File: src/design/fbp_regs.vh
`ifndef FBP_REGS_VH
`define FBP_REGS_VH

// Array geometry
`define FBP_ADDR_W 17
`define FBP_FLASH_BYTES 131072
`define FBP_BLK_W 7
`define FBP_BLK_LSB 10
`define FBP_UNIT_W 6
`define FBP_UNIT_LSB 11
`define FBP_UNITS 64
`define FBP_DATA_W 32

// Read requester kinds
`define FBP_KIND_FETCH 2'h0
`define FBP_KIND_DATA 2'h1
`define FBP_KIND_DEBUG 2'h2

// Values
`define FBP_ERASED_WORD 32'hffffffff
`define FBP_DENIED_WORD 32'h00000000

`endif

File: src/design/fbp_ctrl.v
`timescale 1ns/1ps
`include "fbp_regs.vh"

module fbp_ctrl #(
  parameter UNITS = `FBP_UNITS
) (
  input wire clk_i, // System clock
  input wire rst_i, // Synchronous reset, active high
  input wire rd_req_i, // Read request strobe
  input wire [1:0] rd_kind_i, // Fetch, data or debug read
  input wire [`FBP_ADDR_W-1:0] rd_addr_i, // Read byte address
  output reg rd_valid_o, // Read answer pulse
  output reg rd_err_o, // Read denied, with rd_valid_o
  output reg [`FBP_DATA_W-1:0] rd_data_o, // Read data
  input wire er_req_i, // Erase request strobe
  input wire [`FBP_BLK_W-1:0] er_blk_i, // Erase block index
  input wire pg_req_i, // Program request strobe
  input wire [`FBP_ADDR_W-1:0] pg_addr_i, // Program byte address
  input wire [`FBP_DATA_W-1:0] pg_data_i, // Program word
  output reg wr_done_o, // Erase or program accepted pulse
  output reg wr_err_o, // Erase or program refused pulse
  input wire [UNITS-1:0] ro_i, // Read-only mark per pair
  input wire [UNITS-1:0] xo_i, // Execute-only mark per pair
  output reg viol_o, // Sticky protection violation
  input wire viol_clr_i, // Clear violation flag
  input wire [`FBP_DATA_W-1:0] arr_rdata_i, // Array word at rd_addr_i
  output reg arr_erase_o, // Erase command pulse to array
  output reg [`FBP_BLK_W-1:0] arr_erase_blk_o, // Block to erase
  output reg arr_prog_o, // Program command pulse to array
  output reg [`FBP_ADDR_W-1:0] arr_prog_addr_o, // Program address
  output reg [`FBP_DATA_W-1:0] arr_prog_data_o // Program word
);

  localparam UNIT_W = `FBP_UNIT_W;
  localparam BLK_W = `FBP_BLK_W;
  localparam ADDR_W = `FBP_ADDR_W;
  localparam DATA_W = `FBP_DATA_W;

  function [UNIT_W-1:0] unit_of;
    input [ADDR_W-1:0] a;
    begin
      unit_of = a[ADDR_W-1:`FBP_UNIT_LSB];
    end
  endfunction

  function [UNIT_W-1:0] unit_of_blk;
    input [BLK_W-1:0] b;
    begin
      unit_of_blk = b[BLK_W-1:1];
    end
  endfunction

  // Unused kind code counts as non-fetch
  function is_fetch;
    input [1:0] k;
    begin
      case (k)
        `FBP_KIND_FETCH: is_fetch = 1'b1;
        `FBP_KIND_DATA: is_fetch = 1'b0;
        `FBP_KIND_DEBUG: is_fetch = 1'b0;
        default: is_fetch = 1'b0;
      endcase
    end
  endfunction

  wire [UNIT_W-1:0] rd_unit;
  wire [UNIT_W-1:0] er_unit;
  wire [UNIT_W-1:0] pg_unit;
  wire [UNITS-1:0] lock_vec;
  wire [UNITS-1:0] rd_hit;
  wire [UNITS-1:0] er_hit;
  wire [UNITS-1:0] pg_hit;
  wire rd_xo;
  wire er_lock;
  wire pg_lock;
  wire kind_fetch;
  wire kind_data;
  wire kind_debug;
  wire kind_other;
  wire rd_deny;
  wire er_take;
  wire er_deny;
  wire pg_take;
  wire pg_deny;
  wire any_deny;

  assign rd_unit = unit_of(rd_addr_i);
  assign er_unit = unit_of_blk(er_blk_i);
  assign pg_unit = unit_of(pg_addr_i);

  genvar gi;
  generate
    for (gi = 0; gi < UNITS; gi = gi + 1) begin : g_unit
      localparam [UNIT_W-1:0] IDX = gi;
      assign lock_vec[gi] = ro_i[gi] | xo_i[gi];
      assign rd_hit[gi] = (rd_unit == IDX);
      assign er_hit[gi] = (er_unit == IDX);
      assign pg_hit[gi] = (pg_unit == IDX);
    end
  endgenerate

  // Marks of the addressed pair only
  assign rd_xo = |(rd_hit & xo_i);
  assign er_lock = |(er_hit & lock_vec);
  assign pg_lock = |(pg_hit & lock_vec);

  assign kind_fetch = is_fetch(rd_kind_i);
  assign kind_data = (rd_kind_i == `FBP_KIND_DATA);
  assign kind_debug = (rd_kind_i == `FBP_KIND_DEBUG);
  // Reserved kind code gets no fetch rights
  assign kind_other = ~kind_fetch & ~kind_data & ~kind_debug;

  assign rd_deny = rd_req_i & rd_xo & (kind_data | kind_debug | kind_other);
  assign er_take = er_req_i;
  assign er_deny = er_take & er_lock;
  // Erase wins over a program in the same cycle; the program is dropped
  assign pg_take = pg_req_i & ~er_req_i;
  assign pg_deny = pg_take & pg_lock;
  assign any_deny = rd_deny | er_deny | pg_deny;

  reg rd_valid_next;
  reg rd_err_next;
  reg [DATA_W-1:0] rd_data_next;
  reg arr_erase_next;
  reg [BLK_W-1:0] arr_erase_blk_next;
  reg arr_prog_next;
  reg [ADDR_W-1:0] arr_prog_addr_next;
  reg [DATA_W-1:0] arr_prog_data_next;
  reg wr_done_next;
  reg wr_err_next;
  reg viol_next;

  always @* begin
    rd_valid_next = rd_req_i;
    rd_err_next = rd_deny;
    rd_data_next = rd_data_o;
    if (rd_req_i) begin
      if (rd_deny) begin
        rd_data_next = `FBP_DENIED_WORD;
      end else begin
        rd_data_next = arr_rdata_i;
      end
    end
  end

  always @* begin
    arr_erase_next = er_take & ~er_deny;
    arr_erase_blk_next = arr_erase_blk_o;
    if (er_take) begin
      arr_erase_blk_next = er_blk_i;
    end
  end

  always @* begin
    arr_prog_next = pg_take & ~pg_deny;
    arr_prog_addr_next = arr_prog_addr_o;
    arr_prog_data_next = arr_prog_data_o;
    if (pg_take) begin
      arr_prog_addr_next = pg_addr_i;
      arr_prog_data_next = pg_data_i;
    end
  end

  always @* begin
    wr_done_next = 1'b0;
    wr_err_next = 1'b0;
    if (er_take) begin
      wr_done_next = ~er_deny;
      wr_err_next = er_deny;
    end else if (pg_take) begin
      wr_done_next = ~pg_deny;
      wr_err_next = pg_deny;
    end
  end

  always @* begin
    viol_next = viol_o;
    if (any_deny) begin
      viol_next = 1'b1;
    end else if (viol_clr_i) begin
      viol_next = 1'b0;
    end
  end

  // Registered answer one edge after request
  always @(posedge clk_i) begin
    if (rst_i) begin
      rd_valid_o <= 1'b0;
    end else begin
      rd_valid_o <= rd_valid_next;
    end
  end

  always @(posedge clk_i) begin
    if (rst_i) begin
      rd_err_o <= 1'b0;
    end else begin
      rd_err_o <= rd_err_next;
    end
  end

  // Data holds between reads for slow consumers
  always @(posedge clk_i) begin
    if (rst_i) begin
      rd_data_o <= `FBP_DENIED_WORD;
    end else begin
      rd_data_o <= rd_data_next;
    end
  end

  // Array fills the erased block with ones
  always @(posedge clk_i) begin
    if (rst_i) begin
      arr_erase_o <= 1'b0;
    end else begin
      arr_erase_o <= arr_erase_next;
    end
  end

  always @(posedge clk_i) begin
    if (rst_i) begin
      arr_erase_blk_o <= {BLK_W{1'b0}};
    end else begin
      arr_erase_blk_o <= arr_erase_blk_next;
    end
  end

  always @(posedge clk_i) begin
    if (rst_i) begin
      arr_prog_o <= 1'b0;
    end else begin
      arr_prog_o <= arr_prog_next;
    end
  end

  // Address and word stay put after the pulse
  always @(posedge clk_i) begin
    if (rst_i) begin
      arr_prog_addr_o <= {ADDR_W{1'b0}};
    end else begin
      arr_prog_addr_o <= arr_prog_addr_next;
    end
  end

  always @(posedge clk_i) begin
    if (rst_i) begin
      arr_prog_data_o <= `FBP_ERASED_WORD;
    end else begin
      arr_prog_data_o <= arr_prog_data_next;
    end
  end

  always @(posedge clk_i) begin
    if (rst_i) begin
      wr_done_o <= 1'b0;
    end else begin
      wr_done_o <= wr_done_next;
    end
  end

  always @(posedge clk_i) begin
    if (rst_i) begin
      wr_err_o <= 1'b0;
    end else begin
      wr_err_o <= wr_err_next;
    end
  end

  always @(posedge clk_i) begin
    if (rst_i) begin
      viol_o <= 1'b0;
    end else begin
      viol_o <= viol_next;
    end
  end

endmodule // fbp_ctrl

File: config.mk
export PLATFORM = sky130hd
export DESIGN_NAME = fbp_ctrl
export DESIGN_NICKNAME = d
export VERILOG_FILES = /design/src/design/fbp_ctrl.v
export VERILOG_INCLUDE_DIRS = /design/src /design/src/design
export SDC_FILE = /design/constraint.sdc
export NUM_CORES = 1
export LEC_CHECK = 0
export ABC_AREA = 1
export BUFFER_PORTS_ARGS = -buffer_cell sky130_fd_sc_hd__buf_2
export CAP_MARGIN = 40
export CORE_UTILIZATION = 25
export CTS_BUF_LIST = sky130_fd_sc_hd__clkbuf_16
export DETAILED_ROUTE_END_ITERATION = 16
export GPL_ROUTABILITY_DRIVEN = 0
export SLEW_MARGIN = 15
export SYNTH_ARGS = -nofsm -noshare
export SYNTH_HDL_FRONTEND = slang
export SYNTH_SLANG_ARGS = --single-unit
File: constraint.sdc
create_clock -name clk_i -period 1.62 [get_ports clk_i]
set_input_delay 0.081 -clock clk_i [delete_from_list [all_inputs] [get_ports clk_i]]
set_output_delay 0.081 -clock clk_i [all_outputs]
set_load 0.01 [all_outputs]
======== Word level (Yosys, flattened, before mapping) ========
Index checks and enable logic that the tools add are counted.
word-level totals
  memories kept ........................... 0
  output and inout port bits .............. 95
  latch bits .............................. 0
  register bits ........................... 95
  bits in writable memories ............... 0
  memory bits (read-only) ................. 0
cells by class
  shift operators ......................... 0
  $mul .................................... 0
  reductions and logical operators ........ 8
  eq/ne operators ......................... 191
  bitwise gates (word level) .............. 86
  add/subtract/negate cells ............... 0
  mux-type cells .......................... 8
  $lt $le $gt $ge ......................... 0
  div/mod/pow operators ................... 0
operators by type and width
  operator            count
  $eq 6x6->1 const B  96
  $eq 6x5->1 const B  48
  $and 64x64->64      3
  $reduce_or 64->1    3
  $eq 6x4->1 const B  24
  $eq 6x3->1 const B  12
  $or 1x1->1          68
  $eq 6x2->1 const B  6
  $mux 32             1
  $eq 6x1->1 const B  3
  $logic_not 6->1     3
  $and 1x1->1         9
  $mux 1              7
  $not 1->1           6
  $eq 2x1->1 const B  1
  $eq 2x2->1 const B  1
  $logic_not 2->1     1
  $reduce_bool 2->1   1

======== Logic depth before layout (Yosys ltp) ========
Gate-level depths: netlist of run 1.
  depth in word-level cells ............... 10
  gate-level depth with buffers ........... 15
  mapped depth without buffers ............ 15

======== Worst setup path before layout of run 1 ========
Ideal clock, no wire load.
  path kind ............................... in2reg
  from .................................... input port rd_addr_i[15]
  to ...................................... register rd_data_o[10]
  data arrival time ....................... 1.331 ns
  cell stages on the path ................. 14
  library setup time ...................... 0.132 ns
  path buffers ............................ 2
  data required time ...................... 1.488 ns
  path slack .............................. 0.156 ns
  cell sequence ........................... nor2_1 -> buf_2 -> nand3_1 -> nand2_1 -> inv_1 -> nand2_1 -> nor2_1 -> nand2_1 -> nor2_1 -> nand2_1 -> nand2_2 -> buf_6 -> nand2_1 -> a21oi_1
between the ends
  word-level cells in the longest chain between the ends .. 6
  elaborated cells on any way between the ends .. 69
RTL lines
  what                                RTL line        source
  start, declared                     fbp_ctrl.v:11   input wire [`FBP_ADDR_W-1:0] rd_addr_i,
  $eq 6x1->1 (tied with other cells)  fbp_ctrl.v:96   assign rd_hit[gi] = (rd_unit == IDX);
  $and 64x64->64 *                    fbp_ctrl.v:103  assign rd_xo = |(rd_hit & xo_i);
  $reduce_or 64->1 *                  fbp_ctrl.v:103
  $and 1x1->1 * (2 in a row)          fbp_ctrl.v:113  assign rd_deny = rd_req_i & rd_xo & (kind_data | kind_debug | kind_other);
  $mux 32 *                           fbp_ctrl.v:138  if (rd_deny) begin
  end signal, assigned                fbp_ctrl.v:205  rd_data_o <= `FBP_DENIED_WORD;
  end signal, assigned                fbp_ctrl.v:207  rd_data_o <= rd_data_next;
  end, declared                       fbp_ctrl.v:14   output reg [`FBP_DATA_W-1:0] rd_data_o,
Mark *: on every way between the ends. The rest lies on a longest branch, timed or not.
A chain may end at the register's enable or synchronous reset.

======== Final worst setup path of run 1 ========
  from .................................... input port rd_addr_i[12]
  to ...................................... register rd_data_o[0]
Same word-level chain as after synthesis.

==> metrics.csv, run 1 <==
metric,value,unit
status,completed,
cp_top_family,simple AND/OR/NAND/NOR gates,
ys_seq_area_frac,0.317,
synth_top_area_share,0.317,
syn_area,6000,sq um
crit_arrival,1850,ps
fin_crit,1570,ps
grt_pass1_wl,39300,microns
antenna_found_initial,0,
start_util,0.256,
track_usage,0.205,
cts_buffer_depth,2,
cp_cell_sequence,"buf_2, inv_1, nor2_1, buf_4, nand3_2, nand2_1, nor2_1, nand2_1, nor2_2, nor2_1, nor2_1, nand2_2, nand2_4, clkbuf_16, nand2_1, a21oi_2",
ios,336,
whs,39.1,ps
dieArea,24600,sq um
grt_pass1_vias,7660,
synthDistinctLibCells,18,
multiInputGateArea,3770,sq um
worstSetupStartpointType,primary input,
die_h,157,microns
cts_tree,built,
cp_max_fo,7,
vias_per_cell,4.79,
detailedRoute.firstPassIterationCount,5,
drtIter0Drc,850,
worst_slack,47.3,ps
hpwl,20700,microns
fin_crit_sh,0.971,
slew_headroom,0.674,
drcViolationCount,0,
post-place-ws,-404,ps
totalNegativeSetupSlack,0,ps
core,23500,sq um
critical_path_buf_inv_count,4,
grt_overflow,0,
syn_nets,1262,
grt_max_degree,35,
total_power,6620,uW
ctsHtreeMaxLevel,3,
clock_sinks,95,
ant_nets,0,
synth_top_area_cell,dfxtp_1,
areaGrowthSynthToFinish,57.7,%
finalClockSkew,0,ps
ys_warn_count,0,
p_leak,0.00495,uW
cts_root_buffer,clkbuf_16,
worst_path_most_repeated_cell,nor2_1,
syn_area_per_cell,5.88,sq um
holdCritPathClass,primary input to flop,
netlist_top_cells_area,"dfxtp_1 32%, nand2_1 18%, nand3_1 16%",
final_cell_mix,"322 x buf_2, 263 x nand2_1, 185 x nand3_1",
routed_wl,26800,microns
synth_cells,1021,
port_buffers,324,
worstPathRequired,1890,ps
max_slew.worst_pin.slew,489,ps
ir_drop,0.411,mV
critPathCaptureType,flop,
powerDensity,699,nW/um^2
cap_violations,0,
hold_viol_final,0,
path_class,primary input to flop,
worst_path_max_delay_cell,clkbuf_16,
clk_pin_slew_worst_paths,60,ps
rsz0062_at_grt,true,
vias,8409,
diodes,0,
post_drt_wl_per_cell,15.3,microns
crit_path_max_incr_delay,180,ps
fillers,2544,
rows,56,
die_w,157,microns
clock_latency,340,ps
setup_viol,0,
register_area,1900,sq um
report.final.slew_viol_count,0,
max_freq,636,MHz
final_common_cell,buf_2,
nets,1672,
cts_buffers,9,
drive_above_1_share,0.366,
synth_seq_cells,95,
## cell type report
cell class | count | area share
Clock buffer | 9 | 0.0238
Inverter | 84 | 0.0341
Timing Repair Buffer | 441 | 0.290
Clock inverter | 6 | 0.00899
Multi-Input combinational cell | 799 | 0.399
Tap cell | 319 | 0.0422
Sequential cell | 95 | 0.201
Timing Repair inverter | 1 | 0.000793
## through the flow
stage | std cells | cell area (sq um) | util
CTS | 1747 | 9130 | 0.389
global placement | 1680 | 8300 | 0.354
global route | 1754 | 9460 | 0.403
detailed placement | 1687 | 8350 | 0.356
finish | 1754 | 9460 | 0.403
floorplan | 1021 | 6000 | -
## logic make-up after synthesis
group | count (synthesis) | share of synthesized area
DFF | 95 | 0.317
buffers and inverters | 127 | 0.0861
and+or+nand+nor | 730 | 0.539
AOI/OAI and AO/OA | 69 | 0.0578
## final timing paths
check	slack, ps	from	to	depth (start not counted)
setup / recovery	50	rd_addr_i[12]	rd_data_o[0]	16
hold / removal	40	pg_addr_i[0]	arr_prog_addr_o[0]	3
setup reg to reg	980	arr_prog_addr_o[13]	arr_prog_addr_o[13]	2
hold reg to reg	460	rd_data_o[6]	rd_data_o[6]	2
## tightest hold or removal path: stages
cell and delay (ps):
buf_2 80, o21ai_0 70, nor2_1 100
## synth_stat cells
cell,count
nand4_1,35
nor3_1,8
buf_6,4
dfxtp_1,95
clkbuf_1,31
clkinv_1,1
nor2_2,3
nand2_2,1
or2_2,59
and2_1,1
o21ai_0,24
a21oi_1,44
o22ai_1,1
nor2_1,153
inv_1,83
nand3_1,190
nand2_1,280
buf_2,8
## flip-flops by register name, indices dropped and copies added (netlist names)
register and flops:
wr_done_o 1, arr_prog_addr_o 17, wr_err_o 1, arr_erase_blk_o 7, rd_data_o 32, rd_err_o 1
arr_prog_data_o 32, rd_valid_o 1, arr_erase_o 1, viol_o 1, arr_prog_o 1
## what timing repair did
action | in CTS | in global routing
gates resized for setup | 2 | 65
gates cloned | 0 | 5
endpoints found under the hold margin | 43 | 0
pin swaps | 0 | 10
setup buffers | 2 | 2
endpoints found under the setup margin | 27 | 35
hold buffers | 43 | 0
## power by group
group          switching (uW)  internal (uW)  leakage, uW
logic                     995            800      0.00401
registers                71.9           2500     0.000785
clock network             911           1340     0.000153
## routing by layer
layer,vias up,global-route usage,wire [microns]
met4,0,0.0719,723
met3,50,0.0410,2370
li1,4120,-,-
met1,3808,0.271,11400
met5,-,0,0
met2,431,0.329,12200
No activity file was read; power rests on OpenSTA's default activity.
==> run 2: changes to the inputs <==
ABC_AREA = 0   (was 1)
==> run 2 against run 1 <==
  * Flip-flop and latch count stayed put
  * Sequential share of layout area is 0.21 points lower
  * The flow now finishes with violations (setup timing)
  * Worst hold slack better by 11 ps
  * Global-route usage is 3.2 points higher
  * Die area is 12% lower
==> metrics.csv, run 2 <==
metric,value,unit
status,finished with violations,
violations,setup timing,
max_freq,590,MHz
cts_buffer_depth,2,
cts_buffers,9,
cp_max_fo,2,
powerDensity,683,nW/um^2
start_util,0.258,
p_leak,0.00453,uW
cap_violations,0,
synth_ff_type,dfxtp_1,
async_flop_share,0,
fin_crit,1700,ps
vias_per_cell,5.15,
placed_area,8010,sq um
synth_top_area_share,0.359,
clock_latency,330,ps
ctsHtreeMaxLevel,3,
worstPathRequired,1840,ps
finalClockSkew,0,ps
synth_seq_cells,95,
areaGrowthSynthToFinish,80.7,%
setup_viol,2,
antenna_found_initial,6,
grt_pass1_wl,40000,microns
detailedRoute.firstPassIterationCount,6,
rsz0062_at_grt,true,
dp_cells,1345,
post-place-ws,-766,ps
hpwl,20200,microns
yosys.cell_count.top_type,nand2_1,
path_class,primary input to flop,
ir_drop,0.502,mV
dieArea,21800,sq um
fin_crit_sh,1.05,
report.final.slew_viol_count,0,
post_drt_wl_per_cell,18.6,microns
drive_above_1_share,0.468,
ys_warn_count,0,
final_cell_mix,"312 x buf_2, 125 x buf_4, 101 x nand2_1",
slew_headroom,0.672,
drcViolationCount,0,
syn_area_per_cell,7.95,sq um
synth_top_area_cell,dfxtp_1,
holdCritPathClass,primary input to flop,
total_power,6530,uW
totalNegativeSetupSlack,-89.0,ps
syn_nets,907,
synth_cells,666,
synth_edf_count,0,
port_buffers,324,
grt_max_degree,33,
grt_overflow,0,
worstSetupStartpointType,primary input,
rows,52,
cts_tree,built,
ant_nets,0,
vias,7443,
crit_arrival,1910,ps
ios,336,
final_common_cell,buf_2,
clock_sinks,95,
cts_root_buffer,clkbuf_16,
fillers,2012,
max_slew.worst_pin.slew,491,ps
drtIter0Drc,545,
netlist_top_cells_area,"dfxtp_1 36%, nand2_1 7.2%, nor2_1 6.5%",
clk_pin_slew_worst_paths,70,ps
critPathCaptureType,flop,
synth_commonest_cells,"102 x nand2_1, 95 x dfxtp_1, 91 x nor2_1",
ys_seq_area_frac,0.359,
track_usage,0.237,
worst_slack,-75.6,ps
die_h,148,microns
syn_area,5290,sq um
stdcell_count,1445,
design_area,9560,sq um
nets,1406,
top_regs,"arr_prog_data_o: 32 flops, rd_data_o: 32 flops, arr_prog_addr_o: 17 flops",
synthDistinctLibCells,66,
grt_pass1_vias,7257,
hold_viol_final,0,
die_w,148,microns
routed_wl,26800,microns
core,20500,sq um
[run 2: cell types whose count changed in the layout (fill, tap and decap cells not counted), moves of 59 or more]
cell | previous run | this run
nand2_1 | 263 | 101
nand3_1 | 185 | 42
buf_4 | 62 | 125
inv_1 | 77 | 5
or2_2 | 59 | 0
nor2_1 | 142 | 83
[run 2: final cells by class]
class,instances,area [sq um],area share
antenna,5,12.5,0.00131
clock buffer,9,225,0.0236
clock inverter,7,57.6,0.00602
inverter,7,26.3,0.00275
multi-input combinational,515,3390,0.354
sequential,95,1900,0.199
tap,270,338,0.0353
timing repair buffer,537,3610,0.378
[run 2: path summary, 6_finish.rpt]
check	start	to	slack, ps	cells after the start
max reg2reg	viol_o	viol_o	770	2
min	pg_addr_i[13]	arr_prog_addr_o[13]	50	3
min reg2reg	arr_prog_addr_o[16]	arr_prog_addr_o[16]	450	2
max	xo_i[62]	viol_o	-80	9
[run 2: kinds of logic after synthesis]
logic type / after synthesis / synth area share
AO/OA/AOI/OAI: 166 / 0.222
AND/OR/NAND/NOR: 332 / 0.322
flip-flops: 95 / 0.359
multiplexers: 17 / 0.0348
buffers and inverters: 56 / 0.0617
[run 2: per-layer routing]
metal | global-route usage | part of all wire
met3 | 0.0667 | 0.11
met2 | 0.390 | 0.45
met4 | 0.0918 | 0.040
met5 | 0 | 0.00048
met1 | 0.291 | 0.40
[run 2: power breakdown]
part	internal, uW	switching [uW]
Sequential	2480	68.8
Clock	1060	959
Combinational	998	957
Total	4540	1980
[run 2: repair_timing]
action	4_1_cts	5_1_grt
hold buffers	76	0
gates resized for setup	67	38
pin swaps	23	9
setup endpoints to repair	36	35
setup buffers	3	0
endpoints found under the hold margin	76	0
[run 2: worst max-delay path: stages]
cell	delay, ps
buf_2	110
buf_4	120
nor2_1	320
o22ai_2	120
nor4_2	340
nand3_1	140
nand4_1	170
o22ai_2	120
o41a_1	370
[run 2: stage by stage]
stage          hold WS (ps)  utilization
3_5_place_dp            293        0.391
4_1_cts                35.4        0.457
6_report               50.1        0.467
5_1_grt                43.1        0.466
3_3_place_gp            287        0.390
2_1_floorplan           203            -
